`config.mk`:
```
export PLATFORM = sky130hd
export DESIGN_NAME = hst_core
export DESIGN_NICKNAME = d
export VERILOG_FILES = /design/src/logic/hst_pkg.sv /design/src/logic/hst_eng_if.sv /design/src/logic/hst_core.sv /design/src/logic/hst_engine.sv
export SDC_FILE = /design/constraint.sdc
export NUM_CORES = 1
export LEC_CHECK = 0
export ABC_AREA = 1
export BUFFER_PORTS_ARGS = -buffer_cell sky130_fd_sc_hd__buf_2
export CAP_MARGIN = 10
export CORE_MARGIN = 2
export CORE_UTILIZATION = 42
export CTS_BUF_LIST = sky130_fd_sc_hd__clkbuf_8
export CTS_CLUSTER_DIAMETER = 200
export CTS_CLUSTER_SIZE = 12
export DETAILED_ROUTE_END_ITERATION = 7
export PLACE_DENSITY = 0.61
export SYNTH_ARGS = -nofsm -noshare
export SYNTH_HDL_FRONTEND = slang
export SYNTH_SLANG_ARGS = --single-unit
```
`constraint.sdc`:
```
create_clock -name clk -period 2.47 [get_ports clk]
set_input_delay 0.1235 -clock clk [delete_from_list [all_inputs] [get_ports clk]]
set_output_delay 0.1235 -clock clk [all_outputs]
set_load 0.01 [all_outputs]
```
`src/logic/hst_pkg.sv`:
```
// Package for the high-speed timer core: register map, field layout,
// reset values and waveform action codes.
// Assumes an 8-bit byte-addressed window on a 32-bit AXI4-Lite slave.
package hst_pkg;

  // ----------------------------------------------------------------
  // Widths
  // ----------------------------------------------------------------
  localparam int HST_CW = 10;
  localparam int HST_AW = 8;
  localparam int HST_PW = 14;
  localparam int HST_NCH = 3;

  // ----------------------------------------------------------------
  // Register byte offsets
  // ----------------------------------------------------------------
  localparam logic [7:0] OFF_CTRL_A = 8'h00;
  localparam logic [7:0] OFF_CTRL_B = 8'h04;
  localparam logic [7:0] OFF_CTRL_C = 8'h08;
  localparam logic [7:0] OFF_CTRL_D = 8'h0c;
  localparam logic [7:0] OFF_COUNT = 8'h10;
  localparam logic [7:0] OFF_HIGH = 8'h14;
  localparam logic [7:0] OFF_CMP_A = 8'h18;
  localparam logic [7:0] OFF_CMP_B = 8'h1c;
  localparam logic [7:0] OFF_TOP = 8'h20;
  localparam logic [7:0] OFF_CMP_D = 8'h24;
  localparam logic [7:0] OFF_FLAGS = 8'h28;
  localparam logic [7:0] OFF_MASK = 8'h2c;

  typedef enum logic [3:0] {
    RG_CTRL_A, RG_CTRL_B, RG_CTRL_C, RG_CTRL_D, RG_COUNT, RG_HIGH,
    RG_CMP_A, RG_CMP_B, RG_TOP, RG_CMP_D, RG_FLAGS, RG_MASK, RG_NONE
  } hst_reg_t;

  // ----------------------------------------------------------------
  // Fields
  // ----------------------------------------------------------------
  localparam int CA_CS_LSB = 0;
  localparam int CA_CS_W = 4;
  localparam int CA_ASYNC = 4;
  localparam int CA_LSM = 5;
  localparam int CA_PWM = 6;
  localparam int CB_ACT_W = 2;
  localparam int CC_FAULT_EN = 0;
  localparam int CD_FIE = 1;
  localparam int CD_FF = 0;
  localparam int FL_OVF = 0;
  localparam int FL_A = 1;
  localparam int FL_B = 2;
  localparam int FL_D = 3;
  localparam int IRQ_FAULT = 4;
  localparam int CI_A = 0;
  localparam int CI_B = 1;
  localparam int CI_TOP = 2;
  localparam int CI_D = 3;

  // ----------------------------------------------------------------
  // Values
  // ----------------------------------------------------------------
  localparam logic [1:0] ACT_NONE = 2'h0;
  localparam logic [1:0] ACT_TOGGLE = 2'h1;
  localparam logic [1:0] ACT_CLEAR = 2'h2;
  localparam logic [1:0] ACT_SET = 2'h3;
  localparam logic [9:0] CNT_BOTTOM = 10'h000;
  localparam logic [9:0] CNT_MAX = 10'h0ff;
  localparam logic [3:0] CS_STOP = 4'h0;
  localparam logic [3:0] CS_ONE = 4'h1;
  localparam logic [13:0] PRESC_ONE = 14'h0001;
  localparam logic [1:0] RESP_OKAY = 2'h0;
  localparam logic [1:0] RESP_SLVERR = 2'h2;

endpackage

```
`src/logic/hst_eng_if.sv`:
```
// Carrier between the register side of the timer core and its counter engine.
// Assumes both ends run on the same clock.
`timescale 1ns/100ps
interface hst_eng_if;
  import hst_pkg::*;
  logic tick;
  logic load;
  logic [HST_CW-1:0] load_val;
  logic [HST_NCH-1:0][HST_CW-1:0] cmp;
  logic [HST_CW-1:0] top;
  logic pwm_en;
  logic [HST_NCH-1:0][CB_ACT_W-1:0] act;
  logic eight_bit;
  logic kill;
  logic [HST_CW-1:0] cnt;
  logic ovf;
  logic [HST_NCH-1:0] match;
  logic [HST_NCH-1:0] wave_p;
  logic [HST_NCH-1:0] wave_n;

  modport core (
    output tick, load, load_val, cmp, top, pwm_en, act, eight_bit, kill,
    input cnt, ovf, match, wave_p, wave_n
  );
  modport eng (
    input tick, load, load_val, cmp, top, pwm_en, act, eight_bit, kill,
    output cnt, ovf, match, wave_p, wave_n
  );
endinterface

```
`src/logic/hst_core.sv`:
```
// Top of the high-speed timer core: AXI4-Lite register slave, shared
// high-bits buffer, sync stages, prescaler and interrupt flags.
// Assumes the fast peripheral clock and fault arrive as raw pins.
//
// The AXI4-Lite slave port and the placing of the registers were chosen for this implementation.
`timescale 1ns/100ps
module hst_core
  import hst_pkg::*;
(
  // Clock and reset
  input wire logic clk,
  input wire logic srst,
  // AXI4-Lite write
  input wire logic [HST_AW-1:0] s_axi_awaddr,
  input wire logic s_axi_awvalid,
  output logic s_axi_awready,
  input wire logic [31:0] s_axi_wdata,
  input wire logic [3:0] s_axi_wstrb,
  input wire logic s_axi_wvalid,
  output logic s_axi_wready,
  output logic [1:0] s_axi_bresp,
  output logic s_axi_bvalid,
  input wire logic s_axi_bready,
  // AXI4-Lite read
  input wire logic [HST_AW-1:0] s_axi_araddr,
  input wire logic s_axi_arvalid,
  output logic s_axi_arready,
  output logic [31:0] s_axi_rdata,
  output logic [1:0] s_axi_rresp,
  output logic s_axi_rvalid,
  input wire logic s_axi_rready,
  // Pins
  input wire logic fast_peripheral_clock,
  input wire logic fault_in,
  output logic wave_out_a,
  output logic wave_out_a_inv,
  output logic wave_out_b,
  output logic wave_out_b_inv,
  output logic wave_out_d,
  output logic wave_out_d_inv,
  // Interrupt requests and service acknowledge
  output logic [4:0] irq_req,
  input wire logic [4:0] irq_ack
);

  typedef struct packed {
    logic aw_ok;
    logic [HST_AW-1:0] aw_addr;
    logic w_ok;
    logic [7:0] w_data;
    logic w_en;
    logic bvalid;
    logic [1:0] bresp;
    logic rvalid;
    logic [1:0] rresp;
    logic [31:0] rdata;
    logic [3:0][7:0] ctrl;
    logic [3:0][HST_CW-1:0] cmp;
    logic [1:0] hb;
    logic [1:0] hb_rd;
    logic [3:0] flags;
    logic [3:0] mask;
    logic [1:0][2:0][7:0] ctrl_s;
    logic [1:0][3:0][HST_CW-1:0] cmp_s;
    logic [1:0] ld_s;
    logic [1:0][HST_CW-1:0] ldv_s;
    logic [1:0][HST_CW-1:0] cnt_s;
    logic [2:0] pck_s;
    logic pck_stable;
    logic half;
    logic [2:0] flt_s;
    logic flt_stable;
    logic [HST_PW-1:0] presc;
    logic tick;
    logic [4:0] irq;
  } hst_core_st_t;

  hst_core_st_t st_ff;
  hst_core_st_t nxt_st;

  hst_eng_if eng_if ();

  // ----------------------------------------------------------------
  // Decode helpers
  // ----------------------------------------------------------------
  function automatic hst_reg_t reg_sel(input logic [HST_AW-1:0] a);
    case (a)
      OFF_CTRL_A: reg_sel = RG_CTRL_A;
      OFF_CTRL_B: reg_sel = RG_CTRL_B;
      OFF_CTRL_C: reg_sel = RG_CTRL_C;
      OFF_CTRL_D: reg_sel = RG_CTRL_D;
      OFF_COUNT: reg_sel = RG_COUNT;
      OFF_HIGH: reg_sel = RG_HIGH;
      OFF_CMP_A: reg_sel = RG_CMP_A;
      OFF_CMP_B: reg_sel = RG_CMP_B;
      OFF_TOP: reg_sel = RG_TOP;
      OFF_CMP_D: reg_sel = RG_CMP_D;
      OFF_FLAGS: reg_sel = RG_FLAGS;
      OFF_MASK: reg_sel = RG_MASK;
      default: reg_sel = RG_NONE;
    endcase
  endfunction

  function automatic logic [1:0] cmp_idx(input hst_reg_t r);
    case (r)
      RG_CMP_A: cmp_idx = 2'(CI_A);
      RG_CMP_B: cmp_idx = 2'(CI_B);
      RG_TOP: cmp_idx = 2'(CI_TOP);
      default: cmp_idx = 2'(CI_D);
    endcase
  endfunction

  function automatic logic [HST_PW-1:0] presc_mask(input logic [CA_CS_W-1:0] cs);
    if (cs == CS_STOP) begin
      presc_mask = '0;
    end else begin
      presc_mask = (PRESC_ONE << (cs - CS_ONE)) - PRESC_ONE;
    end
  endfunction

  // ----------------------------------------------------------------
  // Bus handshakes
  // ----------------------------------------------------------------
  assign s_axi_awready = !st_ff.aw_ok && !st_ff.bvalid;
  assign s_axi_wready = !st_ff.w_ok && !st_ff.bvalid;
  assign s_axi_arready = !st_ff.rvalid;
  assign s_axi_bvalid = st_ff.bvalid;
  assign s_axi_bresp = st_ff.bresp;
  assign s_axi_rvalid = st_ff.rvalid;
  assign s_axi_rresp = st_ff.rresp;
  assign s_axi_rdata = st_ff.rdata;

  // ----------------------------------------------------------------
  // Next state
  // ----------------------------------------------------------------
  logic pck_edge;
  logic flt_rise;
  logic src_tick;
  logic [CA_CS_W-1:0] cs;
  logic [HST_PW-1:0] pm;
  logic [3:0] fl_clr;
  logic ff_clr;
  hst_reg_t rsel;
  hst_reg_t wsel;

  always_comb begin
    nxt_st = st_ff;
    fl_clr = irq_ack[3:0];
    ff_clr = irq_ack[IRQ_FAULT];
    rsel = reg_sel(s_axi_araddr);
    wsel = reg_sel(st_ff.aw_addr);

    // Address and data may arrive in either order
    if (s_axi_awvalid && s_axi_awready) begin
      nxt_st.aw_ok = 1'b1;
      nxt_st.aw_addr = s_axi_awaddr;
    end
    if (s_axi_wvalid && s_axi_wready) begin
      nxt_st.w_ok = 1'b1;
      nxt_st.w_data = s_axi_wdata[7:0];
      nxt_st.w_en = s_axi_wstrb[0];
    end
    if (st_ff.bvalid && s_axi_bready) begin
      nxt_st.bvalid = 1'b0;
    end
    if (st_ff.rvalid && s_axi_rready) begin
      nxt_st.rvalid = 1'b0;
    end

    // Pin synchronisers; a change counts when stages two and three agree
    nxt_st.pck_s = {st_ff.pck_s[1:0], fast_peripheral_clock};
    nxt_st.flt_s = {st_ff.flt_s[1:0], fault_in};
    pck_edge = (st_ff.pck_s[1] == st_ff.pck_s[2]) && st_ff.pck_s[2] && !st_ff.pck_stable;
    flt_rise = (st_ff.flt_s[1] == st_ff.flt_s[2]) && st_ff.flt_s[2] && !st_ff.flt_stable;
    if (st_ff.pck_s[1] == st_ff.pck_s[2]) begin
      nxt_st.pck_stable = st_ff.pck_s[2];
    end
    if (st_ff.flt_s[1] == st_ff.flt_s[2]) begin
      nxt_st.flt_stable = st_ff.flt_s[2];
    end
    if (pck_edge) begin
      nxt_st.half = !st_ff.half;
    end

    // Prescaler on system clock or fast peripheral clock
    if (st_ff.ctrl_s[1][0][CA_ASYNC]) begin
      src_tick = pck_edge && (!st_ff.ctrl_s[1][0][CA_LSM] || st_ff.half);
    end else begin
      src_tick = 1'b1;
    end
    cs = st_ff.ctrl_s[1][0][CA_CS_LSB +: CA_CS_W];
    pm = presc_mask(cs);
    if (src_tick) begin
      nxt_st.presc = st_ff.presc + PRESC_ONE;
    end
    nxt_st.tick = src_tick && (cs != CS_STOP) && ((st_ff.presc & pm) == pm);

    // Input sync stages toward the counter, output stages back
    nxt_st.ctrl_s[0] = st_ff.ctrl[2:0];
    nxt_st.ctrl_s[1] = st_ff.ctrl_s[0];
    nxt_st.cmp_s[0] = st_ff.cmp;
    nxt_st.cmp_s[1] = st_ff.cmp_s[0];
    nxt_st.ld_s = {st_ff.ld_s[0], 1'b0};
    nxt_st.ldv_s[1] = st_ff.ldv_s[0];
    nxt_st.cnt_s = {st_ff.cnt_s[0], eng_if.cnt};
    nxt_st.hb_rd = st_ff.hb;

    // Register read
    if (s_axi_arvalid && s_axi_arready) begin
      nxt_st.rvalid = 1'b1;
      nxt_st.rresp = RESP_OKAY;
      nxt_st.rdata = '0;
      case (rsel)
        RG_CTRL_A, RG_CTRL_B, RG_CTRL_C: begin
          nxt_st.rdata[7:0] = st_ff.ctrl[rsel[1:0]];
        end
        RG_CTRL_D: begin
          nxt_st.rdata[7:0] = st_ff.ctrl[3];
        end
        RG_COUNT: begin
          nxt_st.rdata[7:0] = st_ff.cnt_s[1][7:0];
          nxt_st.hb = st_ff.cnt_s[1][9:8];
        end
        RG_HIGH: begin
          nxt_st.rdata[1:0] = st_ff.hb_rd;
        end
        RG_CMP_A, RG_CMP_B, RG_TOP, RG_CMP_D: begin
          nxt_st.rdata[7:0] = st_ff.cmp[cmp_idx(rsel)][7:0];
          nxt_st.hb = st_ff.cmp[cmp_idx(rsel)][9:8];
        end
        RG_FLAGS: begin
          nxt_st.rdata[3:0] = st_ff.flags;
        end
        RG_MASK: begin
          nxt_st.rdata[3:0] = st_ff.mask;
        end
        default: begin
          nxt_st.rresp = RESP_SLVERR;
        end
      endcase
    end

    // Register write once both halves are held
    if (st_ff.aw_ok && st_ff.w_ok) begin
      nxt_st.aw_ok = 1'b0;
      nxt_st.w_ok = 1'b0;
      nxt_st.bvalid = 1'b1;
      nxt_st.bresp = (wsel == RG_NONE) ? RESP_SLVERR : RESP_OKAY;
      if (st_ff.w_en) begin
        case (wsel)
          RG_CTRL_A, RG_CTRL_B, RG_CTRL_C: begin
            nxt_st.ctrl[wsel[1:0]] = st_ff.w_data;
          end
          RG_CTRL_D: begin
            nxt_st.ctrl[3][7:1] = st_ff.w_data[7:1];
            ff_clr = ff_clr || st_ff.w_data[CD_FF];
          end
          RG_COUNT: begin
            nxt_st.ld_s[0] = 1'b1;
            nxt_st.ldv_s[0] = {st_ff.hb, st_ff.w_data};
          end
          RG_HIGH: begin
            nxt_st.hb = st_ff.w_data[1:0];
          end
          RG_CMP_A, RG_CMP_B, RG_TOP, RG_CMP_D: begin
            nxt_st.cmp[cmp_idx(wsel)] = {st_ff.hb, st_ff.w_data};
          end
          RG_FLAGS: begin
            fl_clr = fl_clr | st_ff.w_data[3:0];
          end
          RG_MASK: begin
            nxt_st.mask = st_ff.w_data[3:0];
          end
          default: begin
            nxt_st.mask = st_ff.mask;
          end
        endcase
      end
    end

    // Flags: a new event beats a clear in the same cycle
    nxt_st.flags = (st_ff.flags & ~fl_clr) |
                   {eng_if.match[2], eng_if.match[1], eng_if.match[0], eng_if.ovf};
    nxt_st.ctrl[3][CD_FF] = (st_ff.ctrl[3][CD_FF] && !ff_clr) ||
                            (flt_rise && st_ff.ctrl_s[1][2][CC_FAULT_EN]);
    nxt_st.irq = {st_ff.ctrl[3][CD_FF] && st_ff.ctrl[3][CD_FIE],
                  st_ff.flags & st_ff.mask};

    if (srst) begin
      nxt_st = '0;
      nxt_st.cmp[CI_TOP] = CNT_MAX;
      nxt_st.cmp_s[0][CI_TOP] = CNT_MAX;
      nxt_st.cmp_s[1][CI_TOP] = CNT_MAX;
    end
  end

  always_ff @(posedge clk) begin
    st_ff <= nxt_st;
  end

  // ----------------------------------------------------------------
  // Engine
  // ----------------------------------------------------------------
  assign eng_if.tick = st_ff.tick;
  assign eng_if.load = st_ff.ld_s[1];
  assign eng_if.load_val = st_ff.ldv_s[1];
  assign eng_if.cmp = {st_ff.cmp_s[1][CI_D],
                       st_ff.cmp_s[1][CI_B],
                       st_ff.cmp_s[1][CI_A]};
  assign eng_if.top = st_ff.cmp_s[1][CI_TOP];
  assign eng_if.pwm_en = st_ff.ctrl_s[1][0][CA_PWM];
  assign eng_if.act = st_ff.ctrl_s[1][1][2*HST_NCH-1:0];
  assign eng_if.eight_bit = (st_ff.cmp_s[1][CI_A][9:8] == 2'h0) &&
                            (st_ff.cmp_s[1][CI_B][9:8] == 2'h0) &&
                            (st_ff.cmp_s[1][CI_TOP][9:8] == 2'h0) &&
                            (st_ff.cmp_s[1][CI_D][9:8] == 2'h0);
  assign eng_if.kill = st_ff.flt_stable && st_ff.ctrl_s[1][2][CC_FAULT_EN];

  hst_engine u_engine (
    .clk (clk),
    .srst (srst),
    .eng (eng_if.eng)
  );

  assign wave_out_a = eng_if.wave_p[0];
  assign wave_out_a_inv = eng_if.wave_n[0];
  assign wave_out_b = eng_if.wave_p[1];
  assign wave_out_b_inv = eng_if.wave_n[1];
  assign wave_out_d = eng_if.wave_p[2];
  assign wave_out_d_inv = eng_if.wave_n[2];
  assign irq_req = st_ff.irq;

endmodule

```
`src/logic/hst_engine.sv`:
```
// Counter engine of the high-speed timer: 10-bit counter, compare
// channels A, B, D and complementary wave outputs.
// Assumes tick, load and settings already crossed the sync stages.
`timescale 1ns/100ps
module hst_engine
  import hst_pkg::*;
(
  // Clock and reset
  input wire logic clk,
  input wire logic srst,
  // Core side
  hst_eng_if.eng eng
);

  typedef struct packed {
    logic [HST_CW-1:0] cnt;
    logic block;
    logic [HST_NCH-1:0] wave;
    logic [HST_NCH-1:0] wave_d;
    logic [HST_NCH-1:0] out_p;
    logic [HST_NCH-1:0] out_n;
    logic ovf;
    logic [HST_NCH-1:0] match;
  } hst_eng_st_t;

  hst_eng_st_t st_ff;
  hst_eng_st_t nxt_st;

  always_comb begin
    nxt_st = st_ff;
    nxt_st.ovf = 1'b0;
    nxt_st.match = '0;
    if (eng.tick) begin
      nxt_st.block = 1'b0;
      for (int i = 0; i < HST_NCH; i++) begin
        if ((st_ff.cnt == eng.cmp[i]) && !st_ff.block) begin
          nxt_st.match[i] = 1'b1;
        end
      end
      if (st_ff.cnt == eng.top) begin
        nxt_st.cnt = CNT_BOTTOM;
        nxt_st.ovf = 1'b1;
      end else if (eng.eight_bit) begin
        nxt_st.cnt = {2'h0, st_ff.cnt[7:0] + 8'h01};
      end else begin
        nxt_st.cnt = st_ff.cnt + 10'h001;
      end
    end
    // Write wins over count and clear
    if (eng.load) begin
      nxt_st.cnt = eng.load_val;
      nxt_st.block = 1'b1;
    end
    for (int i = 0; i < HST_NCH; i++) begin
      if (eng.pwm_en) begin
        nxt_st.wave[i] = (st_ff.cnt < eng.cmp[i]);
      end else if (nxt_st.match[i]) begin
        case (eng.act[i])
          ACT_TOGGLE: nxt_st.wave[i] = !st_ff.wave[i];
          ACT_CLEAR: nxt_st.wave[i] = 1'b0;
          ACT_SET: nxt_st.wave[i] = 1'b1;
          default: nxt_st.wave[i] = st_ff.wave[i];
        endcase
      end
      // One clock of dead time on every edge
      nxt_st.out_p[i] = !eng.kill && st_ff.wave[i] && st_ff.wave_d[i];
      nxt_st.out_n[i] = !eng.kill && !st_ff.wave[i] && !st_ff.wave_d[i];
    end
    nxt_st.wave_d = st_ff.wave;
    if (srst) begin
      nxt_st = '0;
    end
  end

  always_ff @(posedge clk) begin
    st_ff <= nxt_st;
  end

  assign eng.cnt = st_ff.cnt;
  assign eng.ovf = st_ff.ovf;
  assign eng.match = st_ff.match;
  assign eng.wave_p = st_ff.out_p;
  assign eng.wave_n = st_ff.out_n;

endmodule

```
# ---- Word-level counts from Yosys, hierarchy flattened
# Index checks and enable logic that the tools add are counted.
dict set report word_totals {
  ff_bits 323
  in_bits 66
  elab_cells 302
}
dict set report op_classes {
  add_sub_neg 5
  n_lt_le_gt_ge 9
  n_eq_ne 61
  n_shift 1
  n_mux 61
  bitwise_logic 9
  n_reduce_logical 95
}
# op count
set ops {}
lappend ops {{$pmux W4 S12} 2}
lappend ops {{$eq A8 B5 Y1 const B} 8}
lappend ops {{$eq A8 B6 Y1 const B} 8}
lappend ops {{$bwmux W40} 1}
lappend ops {{$eq A10 B10 Y1} 4}
lappend ops {{$mux W10} 4}
lappend ops {{$logic_and A1 B1 Y1} 39}
lappend ops {{$eq A4 B4 Y1 const B} 9}
lappend ops {{$mux W35} 1}
lappend ops {{$bwmux W32} 1}
lappend ops {{$eq A4 B3 Y1 const B} 8}
lappend ops {{$eq A8 B4 Y1 const B} 4}
lappend ops {{$lt A10 B10 Y1} 3}
lappend ops {{$mux W11} 2}
lappend ops {{$mux W2} 11}
lappend ops {{$bmux W10 S2} 1}
lappend ops {{$demux W10 S2} 1}
lappend ops {{$logic_not A1 Y1} 17}
lappend ops {{$mux W1} 17}
lappend ops {{$bmux W8 S2} 1}
lappend ops {{$demux W8 S2} 1}
lappend ops {{$eq A4 B2 Y1 const B} 4}
lappend ops {{$eq A8 B3 Y1 const B} 2}
lappend ops {{$logic_not A8 Y1} 2}
lappend ops {{40 further kinds} 90}

# ---- Logic depth before layout (Yosys ltp)
dict set report depth {
  word_depth 13
  ltp_mapped 14
  mapped_depth_nobuf 14
}

# ---- Cells and area by module
# From an unflattened synthesis, not the netlist that was laid out.
dict set report hier_totals {
  hier_cells 1782
  hier_area_um2 13609.3
}
# module instances cells_per_inst area_per_inst_um2
set modules_own_cells {}
lappend modules_own_cells {hst_core 1 1436 11180.7}
lappend modules_own_cells {hst_engine 1 346 2428.6}

# ---- Worst setup path before layout
# OpenSTA, ideal clock, no wires.
dict set report synth_timing {
  path_kind {register -> register}
  startpoint {reg st_ff, in the netlist cs[3]}
  endpoint {reg st_ff, in the netlist eng_if.tick}
  setup_time_ps 64
  arrival_time_ps 1686
  setup_slack_ps 720
  stages_incl_launch_ff 15
  path_buffers 1
  synth_period_minus_slack_ps 1750
  path_cell_list {dfxtp_1 > buf_2 > nor2_1 > inv_1 > nor2_1 > inv_1 > ha_1 > nor2_1 > nor2_1 > nand2_1 > nor3_1 > nand4_1 > nor2_1 > nand4_1 > nor2_1}
}
dict set report synth_between {
  elab_chain_cells 7
  word_cells_on_any_way 10
  cone_classes {add/sub (2); eq/ne (1); shift (1); mux (1); bitwise (1); reduce/logical (4)}
}
# element line_no
set synth_lines {}
lappend synth_lines {{from (decl)} hst_core.sv:78} ;# hst_core_st_t st_ff;
lappend synth_lines {{from (signal assigned)} hst_core.sv:298} ;# st_ff <= nxt_st;
lappend synth_lines {{$sub A4 B1 Y4} hst_core.sv:117} ;# presc_mask = (PRESC_ONE << (cs - CS_ONE)) - PRESC_ONE;
lappend synth_lines {{$shl A1 B4 Y14} hst_core.sv:117}
lappend synth_lines {{$sub A14 B1 Y14} hst_core.sv:117}
lappend synth_lines {{$mux W14} hst_core.sv:114} ;# if (cs == CS_STOP) begin
lappend synth_lines {{$and A14 B14 Y14} hst_core.sv:196} ;# nxt_st.tick = src_tick && (cs != CS_STOP) && ((st_ff.presc & pm) == pm);
lappend synth_lines {{$eq A14 B14 Y1} hst_core.sv:196}
lappend synth_lines {{$logic_and A1 B1 Y1 (*)} hst_core.sv:196}
# Every way passes the cells marked *; elsewhere a longest branch is shown, timed or not.
# A chain may end at the register's enable or synchronous reset.

# ---- Worst setup path after layout
dict set report layout_timing {
  startpoint {reg st_ff[331] in the netlist's numbering}
  endpoint {reg st_ff[206] in the netlist's numbering}
}
dict set report layout_between {
  elab_chain_cells 9
  word_cells_on_any_way 20
  cone_classes {eq/ne (12); mux (4); bitwise (3); reduce/logical (1)}
}
# element line_no
set layout_lines {}
lappend layout_lines {{$eq A8 B6 Y1 (tied with other cells)} hst_core.sv:87} ;# case (a)
lappend layout_lines {{$pmux W4 S12 (*)} hst_core.sv:87}
lappend layout_lines {{$eq A4 B4 Y1 (*)} hst_core.sv:250} ;# case (wsel)
lappend layout_lines {{$mux W4 (*)} hst_core.sv:250}
lappend layout_lines {{$mux W4 (*)} hst_core.sv:249} ;# if (st_ff.w_en) begin
lappend layout_lines {{$mux W4 (*)} hst_core.sv:244} ;# if (st_ff.aw_ok && st_ff.w_ok) begin
lappend layout_lines {{$not A4 Y4 (*)} hst_core.sv:282} ;# nxt_st.flags = (st_ff.flags & ~fl_clr) |
lappend layout_lines {{$and A4 B4 Y4 (*)} hst_core.sv:282}
lappend layout_lines {{$or A4 B4 Y4 (*)} hst_core.sv:282}
# Marks and branches as above.

==> results.yml <==
clock_network:
  clk_pin_slew_ns: 0.09
  clk_latency_ns: 0.59
  htreeDepth: 1
  cts.sinks: 321
  clockBufferDepth: 3
  cts_buffers: 30
  cts_tree: "done"
  cts-root-buf: "clkbuf_8"
  cts-resized-gates: 0
sta:
  worst_slack_ns: 0.206
  clock_skew_ns: 0.0224
  final-setup-viol-count: 0
  rsz0062_at_grt: "false"
  fin_setup_tns_ns: 0
  report.final.slew_viol_count: 0
  worst_slew_pin_slew_ns: 0.670
  clock.fmax_mhz: 442
  slew_headroom_pct: 55.3
  fin_crit_sh_pct: 91.7
  post-route-min-period_ns: 2.26
  finalHoldViolations: 0
drt:
  vias: 10500
  drtPass1Iterations: 5
  drc: 0
  wl_per_cell_um: 15.3
  viasPerCell: 4.89
  drt_iter0_drc: 939
  wl_mm: 32.8
  ant_nets: 0
logic_synthesis:
  synth_compound_area_share_pct: 13.9
  synth-adder-area-share_pct: 3.31
  synth.mux.area_fraction_pct: 0
  synthTopCellsByCount: "321 x dfxtp_1, 266 x nor2_1, 260 x inv_1"
  seq_area_frac_synth_pct: 48.5
  netlist_instances: 1680
  yosys.area_share.simple_pct: 20.9
  synth_top_area_share_pct: 48.5
  yosysMostFrequentCell: "dfxtp_1"
  synth_seq_cells: 321
  synthXorXnorAreaFrac_pct: 0.793
  synth-edff-count: 0
  syn_area_sq_um: 13300
  synth_cell_type_count: 47
  synth_area_leaders: "dfxtp_1 48%, nor2_1 7.5%, inv_1 7.4%"
  synth_top_family_by_area: "simple AND/OR/NAND/NOR gates"
  yosysWarnings: 0
  synth_flop_cell: "dfxtp_1"
  async_flop_share_pct: 0
  syn_area_per_cell_sq_um: 7.89
  yosysTopAreaCell: "dfxtp_1"
run:
  cap_violations: 0
global_routing:
  grt_pass1_wl_mm: 52.6
  grtUsageTotal_pct: 19.8
  grt_start_max_net_pins: 95
  globalRoute.totalOverflow: 0
  first_global_vias: 9823
  antenna_found_initial: 0
cells_and_area:
  n_fill_cell: 3135
  drive_gt1_share_pct: 10.9
  multi_input_area_sq_um: 5260
  antenna_cells: 0
  layout.nets: 1850
  syn_to_final_growth_pct: 9.16
  regArea_sq_um: 6430
place:
  post-place-ws_ns: 0.437
  gp_congestion: 0.876
  hpwlAfterDp_mm: 23.2
  port_buffers: 64
critical_path:
  r2r-end: "st_ff[206]"
  crit_path_start_kind: "register"
  worstRegToRegCells: 9
  reg2reg_setup_slack_ns: 0.21
  timing.rr.start: "st_ff[331]"
  crit_path_end: "st_ff[206]"
  path_max_fanout: 4
  crit_path_start: "st_ff[331]"
  end_kind: "register"
  path_cells: "nor2_2 > nand2_2 > nor2_4 > nand2_1 > nor2_1 > nand4_1 > o211ai_1 > a21oi_1 > dlygate4sd3_1"
  crit_required_ns: 2.95
  cpMaxStageDelayCell: "dlygate4sd3_1"
  critPathKind: "register to register"
  worstPathArrival_ns: 2.74
  cpPeakStageDelay_ns: 0.58
floorplan:
  core_area_sq_um: 31300
  rows: 65
  die_width_um: 182
  io_pins: 118
  start_util_pct: 42.3
  die_h_um: 182
  die-area_sq_um: 33000
pwr:
  powerDensity_nw_per_um2: 590
  peakVddDrop_mv: 0.406
  p_leak_nw: 6.12
  power.internal_mw: 6.48
  power_frac_seq_pct: 61.9
  combPwrFrac_pct: 5.7
  p_sw_mw: 2.05
  swShare_pct: 24.0
  pwr-share-clk_pct: 32.4
min_path:
  worstHoldPathCells: 4
  hold_path.class: "input pin to register"
run_status:
  status: "completed"
## logic make-up after synthesis
| kind of cell | after synthesis |
|---|---|
| AND/OR/NAND/NOR | 625 |
| buffers and inverters | 374 |
| flip-flops | 321 |
| AO/OA/AOI/OAI | 312 |
| adder cells (fa/ha/maj) | 35 |
| XOR/XNOR | 12 |
| other | 1 |
## through the flow
step	hold slack, ns	total power, mW	instance area (sq um)	utilization (%)	instances
global placement	0.312	5.84	13700	43.6	2080
finish	0.0594	8.53	14500	46.2	2151
CTS	0.0270	8.63	14400	46.1	2147
detailed placement	0.315	5.85	13700	43.6	2080
floorplan	0.224	5.72	13300	-	1705
global route	0.0999	8.92	14500	46.2	2151
## power groups by stage
| stage | sequential [mW] | clock (mW) | combinational (mW) |
|---|---|---|---|
| 2_1_floorplan | 5.38 | 0 | 0.337 |
| 3_3_place_gp | 5.40 | 0 | 0.438 |
| 3_5_place_dp | 5.40 | 0 | 0.446 |
| 4_1_cts | 5.28 | 2.86 | 0.484 |
| 5_1_grt | 5.29 | 3.09 | 0.538 |
| 6_report | 5.28 | 2.76 | 0.485 |
## worst max-delay path, delay by kind of cell (launching register included)
| family | cells | cell delay (ns) |
|---|---|---|
| simple gates | 6 | 0.92 |
| flops | 1 | 0.32 |
| compound gates | 2 | 0.32 |
| buf+inv | 1 | 0.58 |
## metal layers
metal	routed length, um	track usage [%]	up-vias
met3	1850	2.79	54
met4	806	5.30	0
li1	-	-	5406
met2	14600	31.2	320
met1	15600	28.3	4732
met5	0	0	-
## final cells by class
class,instances,area share (%)
multi-input cells,1010,36.3
flip-flops and latches,321,44.4
clock inverters,1,0.0346
well taps,402,3.48
inverters,270,7.02
repair buffers,116,5.74
clock buffers,31,2.95
## flip-flops by register name, indices dropped and copies added (netlist names), 3 cells and up
signal               cells
irq_req                  5
s_axi_rdata              8
u_engine.eng.match       3
u_engine.eng.wave_p      3
eng_if.act               6
u_engine.eng.wave_n      3
u_engine.st_ff           7
st_ff                  214
cs                       4
eng_if.cmp              30
eng_if.top              10
eng_if.load_val         10
u_engine.eng.cnt        10
## repair_timing
item	CTS	global route
setup buffers	0	4
hold endpoints to repair	70	0
endpoints found under the setup margin	0	1
hold buffers	35	0
## cells in the final DEF (no fill, tap or decap), types with 3 or more instances in the layout
cell,instances
xor2_1,8
o22ai_1,10
nand2_1,186
dfxtp_1,321
buf_2,63
o31ai_1,3
dlygate4sd3_1,35
clkbuf_8,31
buf_4,15
nor3_1,16
or2_2,9
a211oi_2,22
a21oi_1,121
o21ai_0,84
ha_1,35
nor4_1,3
nand2_2,6
nor3b_1,3
inv_1,259
nand2_4,3
a22oi_1,10
nand4_1,37
nor2_2,7
nor2_4,10
o211ai_1,9
inv_2,8
o21ai_1,35
o21ai_2,3
o21a_1,4
xnor2_1,4
nand3_1,71
nor2_1,266
a21oi_2,3
conb_1,26
## worst min path at each step
stage,start,endpoint
2_1_floorplan,s_axi_bready,s_axi_bvalid
4_1_cts,s_axi_awvalid,st_ff[331]
3_3_place_gp,s_axi_bready,s_axi_bvalid
3_5_place_dp,s_axi_bready,s_axi_bvalid
5_1_grt,s_axi_awvalid,st_ff[336]
6_report,s_axi_awvalid,st_ff[331]
No activity file was read; power rests on OpenSTA's default activity.
